**config.mk**
```make
export PLATFORM = sky130hd
export DESIGN_NAME = remote_command_decoder
export DESIGN_NICKNAME = d
export VERILOG_FILES = /design/src/include/cmd_decoder_pkg.sv /design/src/include/cmd_bus_if.sv /design/src/cmd_parser.sv /design/src/remote_command_decoder.sv /design/src/status_service.sv
export SDC_FILE = /design/constraint.sdc
export NUM_CORES = 1
export LEC_CHECK = 0
export ABC_AREA = 1
export BUFFER_PORTS_ARGS = -buffer_cell sky130_fd_sc_hd__buf_2
export CORE_UTILIZATION = 54
export DETAILED_ROUTE_END_ITERATION = 12
export GPL_TIMING_DRIVEN = 0
export PLACE_DENSITY = 0.81
export SLEW_MARGIN = 30
export SYNTH_ARGS = -nofsm -noshare
export SYNTH_HDL_FRONTEND = slang
export SYNTH_SLANG_ARGS = --single-unit
```
**constraint.sdc**
```tcl
create_clock -name core_clk_in -period 2.5 [get_ports core_clk_in]
set_input_delay 0.25 -clock core_clk_in [delete_from_list [all_inputs] [get_ports core_clk_in]]
set_output_delay 0.25 -clock core_clk_in [all_outputs]
set_load 0.02 [all_outputs]
```
**src/include/cmd_decoder_pkg.sv**
```systemverilog
// shared constants and types for the remote command decoder
package cmd_decoder_pkg;
  localparam int unsigned ARG_DIGITS = 3;
  localparam logic [7:0] MASK_RESET = 8'h00;
  localparam logic [7:0] POLARITY_RESET = 8'h07;
  localparam logic [4:0] FUNC_RESET = 5'h00;
  localparam logic [7:0] MASK_ENABLE_BITS = 8'h37;
  localparam logic [7:0] POLARITY_VALID_BITS = 8'h37;
  localparam int unsigned POL_CLOCK = 0;
  localparam int unsigned POL_START = 1;
  localparam int unsigned POL_STOP = 2;
  localparam int unsigned POL_QUAL_EN = 4;
  localparam int unsigned POL_QUAL_HI = 5;
  localparam int unsigned ST_DATA_READY = 0;
  localparam int unsigned ST_TRIGGERED = 1;
  localparam int unsigned ST_ERROR = 2;
  localparam int unsigned ST_LOCAL = 4;
  localparam int unsigned ST_POWER_ON = 5;
  localparam int unsigned ST_SERVICE = 6;
  localparam int unsigned FN_RECALL = 0;
  localparam int unsigned FN_EDIT = 1;
  localparam int unsigned FN_SIG_LATCH = 2;
  localparam int unsigned FN_UNST_LATCH = 3;
  localparam int unsigned FN_QUAL = 4;
  localparam logic [7:0] ASCII_0 = 8'h30;
  localparam logic [7:0] ASCII_9 = 8'h39;
  localparam logic [7:0] ASCII_CR = 8'h0d;
  localparam logic [7:0] ASCII_LF = 8'h0a;

  typedef enum logic [3:0] {
    SEND_NONE = 4'h0,
    SEND_TRIG_SIG = 4'h1,
    SEND_UNST_SIG = 4'h2,
    SEND_PROBE_NOW = 4'h3,
    SEND_PROBE_TRIG = 4'h4,
    SEND_ERROR = 4'h5,
    SEND_POLARITY = 4'h6,
    SEND_IDENT = 4'h7
  } send_kind_e;

  typedef enum logic [4:0] {
    OP_NONE = 5'h00,
    OP_MASK_LOAD = 5'h01,
    OP_POL_LOAD = 5'h02,
    OP_FUNC_SET = 5'h03,
    OP_FUNC_CLR = 5'h04,
    OP_EDGE_RISE = 5'h05,
    OP_EDGE_FALL = 5'h06,
    OP_QUAL_HIGH = 5'h07,
    OP_QUAL_LOW = 5'h08,
    OP_COMPAT_PRESET = 5'h09,
    OP_PROBE_OFF = 5'h0a,
    OP_PROBE_ON = 5'h0b,
    OP_NORMAL_PRESET = 5'h0c,
    OP_QUAL_PRESET = 5'h0d,
    OP_SEND = 5'h0e,
    OP_TRIG_ARM = 5'h0f
  } op_e;
endpackage

```
**src/include/cmd_bus_if.sv**
```systemverilog
// decoded command carried from the parser to the executor
`timescale 1ns/1ps
interface cmd_bus_if;
  import cmd_decoder_pkg::*;
  logic valid;
  cmd_decoder_pkg::op_e op;
  logic [2:0] sel;
  logic [7:0] arg;
  cmd_decoder_pkg::send_kind_e send;
  modport parser (output valid, output op, output sel, output arg,
    output send);
  modport executor (input valid, input op, input sel, input arg,
    input send);
endinterface

```
**src/cmd_parser.sv**
```systemverilog
// ascii command parser: letters, optional suffix digits, terminator
`timescale 1ns/1ps
module cmd_parser
  import cmd_decoder_pkg::*;
(
  input wire logic core_clk_in,
  input wire logic nrst_in,
  input wire logic char_valid_in,
  input wire logic [7:0] char_in,
  cmd_bus_if.parser cmd
);
  typedef struct packed {
    logic [7:0] c0;
    logic [7:0] c1;
    logic [1:0] nlet;
    logic [1:0] ndig;
    logic [9:0] num;
    logic v;
    op_e op;
    logic [2:0] sel;
    logic [7:0] arg;
    send_kind_e send;
  } state_s;
  state_s st_reg, st_next;

  function automatic logic is_digit(input logic [7:0] c);
    return c >= ASCII_0 && c <= ASCII_9;
  endfunction

  always_comb
  begin
    logic [9:0] n;
    logic [7:0] a;
    n = st_reg.num;
    a = n[7:0];
    st_next = st_reg;
    st_next.v = 1'b0;
    if (char_valid_in)
    begin
      if (is_digit(char_in) && st_reg.nlet == 2'd2)
      begin
        if (st_reg.ndig != 2'(ARG_DIGITS))
        begin
          st_next.num = 10'(n * 10'd10 + 10'(char_in - ASCII_0));
          st_next.ndig = st_reg.ndig + 2'd1;
        end
      end
      else if (!is_digit(char_in) && st_reg.nlet == 2'd2 &&
        (st_reg.ndig != 2'd0 || char_in < 8'h41 || char_in == 8'h3b ||
        st_reg.c0 != 8'h00))
      begin
        // complete command in hand: decode it
        st_next.v = 1'b1;
        st_next.op = OP_NONE;
        st_next.sel = 3'd0;
        st_next.arg = a;
        st_next.send = SEND_NONE;
        case ({st_reg.c0, st_reg.c1})
          16'h524d, 16'h514d, 16'h534d: st_next.op = OP_MASK_LOAD;
          16'h5250: st_next.op = OP_POL_LOAD;
          16'h5253: st_next.op = OP_COMPAT_PRESET;
          16'h5053: st_next.op = (a == 8'h01) ? OP_PROBE_ON : OP_PROBE_OFF;
          16'h4672, 16'h4652, 16'h4645, 16'h4653, 16'h4655, 16'h4651:
          begin
            case (st_reg.c1)
              8'h52: st_next.sel = 3'(FN_RECALL);
              8'h45: st_next.sel = 3'(FN_EDIT);
              8'h53: st_next.sel = 3'(FN_SIG_LATCH);
              8'h55: st_next.sel = 3'(FN_UNST_LATCH);
              default: st_next.sel = 3'(FN_QUAL);
            endcase
            st_next.op = (a == 8'h01) ? OP_FUNC_SET : OP_FUNC_CLR;
          end
          16'h5043, 16'h5054, 16'h5050:
          begin
            case (st_reg.c1)
              8'h43: st_next.sel = 3'(POL_CLOCK);
              8'h54: st_next.sel = 3'(POL_START);
              default: st_next.sel = 3'(POL_STOP);
            endcase
            st_next.op = (a == 8'h02) ? OP_EDGE_FALL : OP_EDGE_RISE;
          end
          16'h5051: st_next.op = (a == 8'h02) ? OP_QUAL_LOW : OP_QUAL_HIGH;
          16'h5354:
          begin
            st_next.op = OP_TRIG_ARM;
          end
          16'h5353:
          begin
            st_next.op = OP_SEND;
            st_next.send = (a == 8'h02) ? SEND_UNST_SIG : SEND_TRIG_SIG;
          end
          16'h534c:
          begin
            st_next.op = OP_SEND;
            st_next.send = (a == 8'h02) ? SEND_PROBE_TRIG : SEND_PROBE_NOW;
          end
          16'h5345:
          begin
            st_next.op = OP_SEND;
            st_next.send = SEND_ERROR;
          end
          16'h5350:
          begin
            st_next.op = OP_SEND;
            st_next.send = SEND_POLARITY;
          end
          16'h5349, 16'h4944:
          begin
            st_next.op = OP_SEND;
            st_next.send = SEND_IDENT;
          end
          default: st_next.op = OP_NONE;
        endcase
        if ({st_reg.c0, st_reg.c1} == 16'h4630)
        begin
          st_next.op = OP_NORMAL_PRESET;
        end
        if ({st_reg.c0, st_reg.c1} == 16'h4631)
        begin
          st_next.op = OP_QUAL_PRESET;
        end
        st_next.nlet = 2'd0;
        st_next.ndig = 2'd0;
        st_next.num = 10'd0;
        if (char_in >= 8'h41)
        begin
          st_next.c0 = char_in;
          st_next.nlet = 2'd1;
        end
      end
      else if (char_in >= 8'h41 && char_in <= 8'h5a)
      begin
        if (st_reg.nlet == 2'd0)
        begin
          st_next.c0 = char_in;
          st_next.nlet = 2'd1;
        end
        else
        begin
          st_next.c1 = char_in;
          st_next.nlet = 2'd2;
        end
      end
      else if (is_digit(char_in) && st_reg.nlet == 2'd1)
      begin
        // short form such as F0/F1: letter then one digit
        st_next.c1 = char_in;
        st_next.nlet = 2'd2;
      end
      else
      begin
        st_next.nlet = 2'd0;
        st_next.ndig = 2'd0;
        st_next.num = 10'd0;
      end
    end
  end

  always_ff @(posedge core_clk_in)
  begin
    if (!nrst_in)
    begin
      st_reg <= '0;
    end
    else
    begin
      st_reg <= st_next;
    end
  end

  assign cmd.valid = st_reg.v;
  assign cmd.op = st_reg.op;
  assign cmd.sel = st_reg.sel;
  assign cmd.arg = st_reg.arg;
  assign cmd.send = st_reg.send;
endmodule

```
**src/remote_command_decoder.sv**
```systemverilog
// top: executes decoded remote commands on the instrument state
`timescale 1ns/1ps
module remote_command_decoder
  import cmd_decoder_pkg::*;
(
  input wire logic core_clk_in,
  input wire logic nrst_in,
  input wire logic char_valid_in,
  input wire logic [7:0] char_in,
  input wire logic data_ready_in,
  input wire logic triggered_meas_in,
  input wire logic error_in,
  input wire logic local_in,
  input wire logic power_on_in,
  input wire logic poll_in,
  input wire logic send_done_in,
  output logic [7:0] status_out,
  output logic srq_out,
  output logic [7:0] polarity_out,
  output logic [4:0] functions_out,
  output logic qual_level_valid_out,
  output cmd_decoder_pkg::send_kind_e send_pending_out,
  output logic send_valid_out,
  output logic gate_reset_out
);
  import cmd_decoder_pkg::*;

  typedef struct packed {
    logic [7:0] mask;
    logic [7:0] polarity;
    logic [4:0] func;
    send_kind_e send;
    logic trig_armed;
    logic gate_rst;
  } state_s;
  state_s st_reg, st_next;

  cmd_bus_if cmd ();
  logic [7:0] events;
  logic [7:0] levels;

  cmd_parser u_parser (
    .core_clk_in(core_clk_in),
    .nrst_in(nrst_in),
    .char_valid_in(char_valid_in),
    .char_in(char_in),
    .cmd(cmd)
  );

  // the qualify function bit lives in the polarity byte as well
  function automatic logic [7:0] couple_qual(input logic [7:0] p,
    input logic en);
    logic [7:0] r;
    r = p;
    r[POL_QUAL_EN] = en;
    if (!en)
    begin
      r[POL_QUAL_HI] = 1'b0;
    end
    return r & POLARITY_VALID_BITS;
  endfunction

  always_comb
  begin
    st_next = st_reg;
    st_next.gate_rst = 1'b0;
    if (send_done_in)
    begin
      st_next.send = SEND_NONE;
    end
    if (triggered_meas_in)
    begin
      st_next.trig_armed = 1'b0;
    end
    if (cmd.valid && cmd.op != OP_NONE)
    begin
      st_next.send = SEND_NONE;
      case (cmd.op)
        OP_MASK_LOAD: st_next.mask = cmd.arg;
        OP_POL_LOAD:
        begin
          st_next.polarity = couple_qual(cmd.arg, cmd.arg[POL_QUAL_EN]);
          st_next.func[FN_QUAL] = cmd.arg[POL_QUAL_EN];
        end
        OP_FUNC_SET, OP_FUNC_CLR:
        begin
          st_next.func[cmd.sel] = (cmd.op == OP_FUNC_SET);
          if (cmd.sel == 3'(FN_QUAL))
          begin
            st_next.polarity = couple_qual(st_reg.polarity,
              cmd.op == OP_FUNC_SET);
          end
        end
        OP_EDGE_RISE: st_next.polarity[cmd.sel] = 1'b1;
        OP_EDGE_FALL: st_next.polarity[cmd.sel] = 1'b0;
        OP_QUAL_HIGH: st_next.polarity[POL_QUAL_HI] = 1'b1;
        OP_QUAL_LOW: st_next.polarity[POL_QUAL_HI] = 1'b0;
        OP_COMPAT_PRESET:
        begin
          st_next.func = FUNC_RESET;
          st_next.polarity = POLARITY_RESET;
        end
        OP_PROBE_OFF:
        begin
          st_next.func[3:0] = 4'h0;
          st_next.gate_rst = 1'b1;
        end
        OP_PROBE_ON:
        begin
          st_next.func[3:0] = 4'h0;
          st_next.send = SEND_TRIG_SIG;
          st_next.gate_rst = 1'b1;
        end
        OP_NORMAL_PRESET:
        begin
          st_next.func = FUNC_RESET;
          st_next.polarity = couple_qual(st_reg.polarity, 1'b0);
        end
        OP_QUAL_PRESET:
        begin
          st_next.func = FUNC_RESET;
          st_next.func[FN_QUAL] = 1'b1;
          st_next.polarity = couple_qual(st_reg.polarity, 1'b1);
        end
        OP_SEND: st_next.send = cmd.send;
        OP_TRIG_ARM: st_next.trig_armed = 1'b1;
        default: st_next.send = SEND_NONE;
      endcase
    end
  end

  always_ff @(posedge core_clk_in)
  begin
    if (!nrst_in)
    begin
      st_reg.mask <= MASK_RESET;
      st_reg.polarity <= POLARITY_RESET;
      st_reg.func <= FUNC_RESET;
      st_reg.send <= SEND_NONE;
      st_reg.trig_armed <= 1'b0;
      st_reg.gate_rst <= 1'b0;
    end
    else
    begin
      st_reg <= st_next;
    end
  end

  always_comb
  begin
    events = 8'h00;
    events[ST_DATA_READY] = data_ready_in;
    events[ST_TRIGGERED] = triggered_meas_in && st_reg.trig_armed;
    events[ST_ERROR] = error_in;
    events[ST_LOCAL] = local_in;
    events[ST_POWER_ON] = power_on_in;
    levels = 8'h00;
  end

  status_service u_status (
    .core_clk_in(core_clk_in),
    .nrst_in(nrst_in),
    .mask_in(st_reg.mask),
    .events_in(events),
    .levels_in(levels),
    .poll_in(poll_in),
    .status_out(status_out),
    .srq_out(srq_out)
  );

  assign polarity_out = st_reg.polarity;
  assign functions_out = st_reg.func;
  assign qual_level_valid_out = st_reg.polarity[POL_QUAL_EN];
  assign send_pending_out = st_reg.send;
  assign send_valid_out = (st_reg.send != SEND_NONE);
  assign gate_reset_out = st_reg.gate_rst;
endmodule

```
**src/status_service.sv**
```systemverilog
// status byte and masked service request
`timescale 1ns/1ps
module status_service
  import cmd_decoder_pkg::*;
(
  input wire logic core_clk_in,
  input wire logic nrst_in,
  input wire logic [7:0] mask_in,
  input wire logic [7:0] events_in,
  input wire logic [7:0] levels_in,
  input wire logic poll_in,
  output logic [7:0] status_out,
  output logic srq_out
);
  typedef struct packed {
    logic [7:0] sticky;
    logic service_request_flag;
  } state_s;
  state_s st_reg, st_next;

  always_comb
  begin
    logic [7:0] cur;
    cur = (st_reg.sticky | levels_in) & MASK_ENABLE_BITS;
    st_next = st_reg;
    st_next.sticky = st_reg.sticky;
    // sticky until polled; new event wins over clear
    if (poll_in)
    begin
      st_next.sticky = 8'h00;
    end
    st_next.sticky = (st_next.sticky | events_in) & MASK_ENABLE_BITS;
    if (|(events_in & mask_in & MASK_ENABLE_BITS))
    begin
      st_next.service_request_flag = 1'b1;
    end
    else if (poll_in)
    begin
      st_next.service_request_flag = 1'b0;
    end
    status_out = cur;
    status_out[ST_SERVICE] = st_reg.service_request_flag;
  end

  always_ff @(posedge core_clk_in)
  begin
    if (!nrst_in)
    begin
      st_reg <= '0;
    end
    else
    begin
      st_reg <= st_next;
    end
  end

  assign srq_out = st_reg.service_request_flag;
endmodule
```
==> impl_metrics.ini <==
[outcome]
status = finished clean

[logic_synthesis]
seq_area_frac_synth_pct = 30.6
yosysMostFrequentCell = nand2_1
synth_edf_count = 0
synthAdderAreaFrac_pct = 5.82
synthCells = 720
synthMuxAreaShare_pct = 0
synth_top_family_by_area = simple AND/OR/NAND/NOR gates
synthSimpleGateAreaFrac_pct = 33.7
synthTopCellsByCount = nand2_1 (132), nor2_1 (100), a21oi_1 (76)
synth.avg_cell_area_sq_um = 6.63
ys.flop_type = dfxtp_1
synth_xor_area_share_pct = 1.10
synth_top_area_cell = dfxtp_1
synth.top_cell.area_share_pct = 30.6
synth_area_sq_um = 4770
async_reset_ff_share_pct = 0
synthTopCellsByArea = dfxtp_1 (31%), nand2_1 (10%), a21oi_1 (8.0%), nor2_1 (7.9%), nand3_1 (6.2%)
yosysWarnings = 0
postSynthRegisterBits = 73
synth-compound-area-share_pct = 16.7
synth.distinct_cells = 49

[detailed_routing]
vias = 4834
drtAntennaViolNets = 0
drt_iter0_drc = 242
firstDrtPassIters = 5
via_per_inst = 5.44
drt-wirelength-per-cell_microns = 13.3
drcViolationCount = 0
routed_wirelength_microns = 11900

[sta]
setup_viol = 0
hold_slack_ns = 0.118
period_minus_slack_ns = 2.43
drv_slew = 0
clock.fmax_mhz = 411
rsz0062_at_grt = true
setup_ws_ns = 0.0674
fin_worst_skew_ns = 0.0148
post-route-period-util_pct = 97.3
max_slew_margin_pct = 51.5
worst_pin_slew_ns = 0.727
finalHoldViolCount = 0

[critical_path]
cp-end-kind = register
critPathKind = reg -> reg
r2r_setup_slack_ns = 0.07
r2r_cells = 14
start_kind = register
path_max_fanout = 5
worst_ep_arrival_time_ns = 2.70
reg2reg_to = u_parser.st_reg[27]$_SDFFE_PN0P_
rr_startpoint = u_parser.st_reg[23]$_SDFFE_PN0P_
critPathRequiredTime_ns = 2.76

[placed_design]
placed_cells = 869
port_buffers = 42
gp_congestion = 1.02
post-place-ws_ns = -0.0696
place_hpwl_microns = 9180

[min_path]
worstHoldStart = power_on_in
min_to = u_status.st_reg[6]$_SDFF_PN0_
hold_class = in -> reg
hold_depth = 3

[floorplanning]
die_x_microns = 96.0
dieHeight_microns = 96.0
io_pins = 47
rows = 33
start_util_pct = 56.9
core_area_sq_um = 8380
die_area_sq_um = 9220

[layout]
drive_above_1_share_pct = 19.8
fin_cells = 889
diodes = 0
final_net_count = 818
largest_reg_flops = 28
nFillCells = 750
area_growth_pct = 13.8

[cts]
clock_path_buffers = 2
clock_latency_ns = 0.36
root_buffer = clkbuf_8
cts_tree = built
h-tree-depth = 3
clk_pin_slew_ns = 0.09
cts_buffers = 9
cts_sinks = 73

[job]
cap_violations = 0

[power_and_ir_drop]
p_per_area_nw_per_um2 = 484
ir_drop_uv = 309
power_mw = 2.63
leakage_nw = 2.47

[global_routing]
overflow = 0
antenna_found_initial = 0
grt_max_degree = 15
first_global_vias = 4469
grt_pass1_wl_microns = 20200
grt_use_total_pct = 28.4
## layout make-up
| type | count | area, sq um | area share [%] |
|---|---|---|---|
| plain buffers | 35 | 239 | 4.40 |
| clock buffers | 9 | 124 | 2.28 |
| inverters | 88 | 330 | 6.08 |
| clock inverters | 7 | 100 | 1.84 |
| repair buffers | 46 | 240 | 4.42 |
| flip-flops and latches | 73 | 1480 | 27.1 |
| multi-input cells | 526 | 2790 | 51.4 |
| well taps | 105 | 131 | 2.42 |
## per-layer routing
layer	global-route usage (%)	part of all wire [%]	up-vias
met5	0	0	-
met2	48.5	48	147
met3	5.69	4.9	29
met1	34.8	44	2195
li1	-	-	2463
met4	11.6	2.6	0
## cell families (layout without fill, tap and decap cells)
kind of cell | after synthesis | after routing
compound gates | 141 | 141
xor+xnor | 6 | 6
fa+ha+maj | 21 | 21
buf+inv | 123 | 185
flops | 73 | 73
other cells | 1 | 3
simple gates | 355 | 355
## stage by stage
stage                     area, sq um  util (%)  setup TNS, ns
after global placement           5120      61.1              0
after floorplan                  4780         -              0
after detailed placement         5120      61.1         -0.108
after CTS                        5360      63.9              0
final                            5430      64.8              0
after global routing             5430      64.8        -0.0826
## worst max-delay path, cell delays in order (launching register included)
cell     delay, ns
dfxtp_2       0.40
ha_1          0.23
ha_4          0.16
inv_2         0.03
fa_1          0.52
inv_2         0.05
ha_4          0.28
nand2_2       0.05
inv_2         0.05
nand4_1       0.08
nand3_1       0.11
xnor2_1       0.12
nor2_1        0.07
o21ai_1       0.12
nor2_1        0.06
## layout by cell type (no fill, tap or decap), types with 3 or more instances in the layout
master,count
a21oi_1,75
buf_2,44
buf_4,26
buf_6,3
clkbuf_1,7
clkbuf_8,9
conb_1,3
dfxtp_1,68
dfxtp_4,3
ha_1,16
ha_4,3
inv_1,70
inv_2,16
nand2_1,131
nand2_2,13
nand2_4,3
nand3_1,59
nand3b_1,3
nand4_1,9
nor2_1,100
nor2_2,10
nor2_4,3
nor3_1,14
o2111ai_1,3
o211ai_1,3
o21a_1,5
o21ai_0,31
o21ai_1,8
or2_2,3
xnor2_1,4
## report_power, final
part / switching (mW) / internal (mW) / leakage, nW
Combinational: 0.235 / 0.122 / 1.76
Clock: 0.486 / 0.570 / 0.114
Sequential: 0.0280 / 1.19 / 0.595
## worst max path at each step
stage	to	depth (start not counted)	start	slack, ns
floorplan	u_parser.st_reg[27]$_SDFFE_PN0P_	14	u_parser.st_reg[22]$_SDFFE_PN0P_	0.17
global placement	u_parser.st_reg[28]$_SDFFE_PN0P_	14	u_parser.st_reg[22]$_SDFFE_PN0P_	0.0008
detailed placement	u_parser.st_reg[27]$_SDFFE_PN0P_	14	u_parser.st_reg[22]$_SDFFE_PN0P_	-0.07
CTS	u_parser.st_reg[27]$_SDFFE_PN0P_	14	u_parser.st_reg[22]$_SDFFE_PN0P_	0.02
global route	u_parser.st_reg[27]$_SDFFE_PN0P_	14	u_parser.st_reg[23]$_SDFFE_PN0P_	-0.08
finish	u_parser.st_reg[27]$_SDFFE_PN0P_	14	u_parser.st_reg[23]$_SDFFE_PN0P_	0.07
## timing repair
item	in CTS	in global routing
hold buffers	0	0
buffers inserted	0	4
pin swaps	0	9
resized for setup	2	15
endpoints found under the setup margin	2	2
No activity file was read; power rests on OpenSTA's default activity.
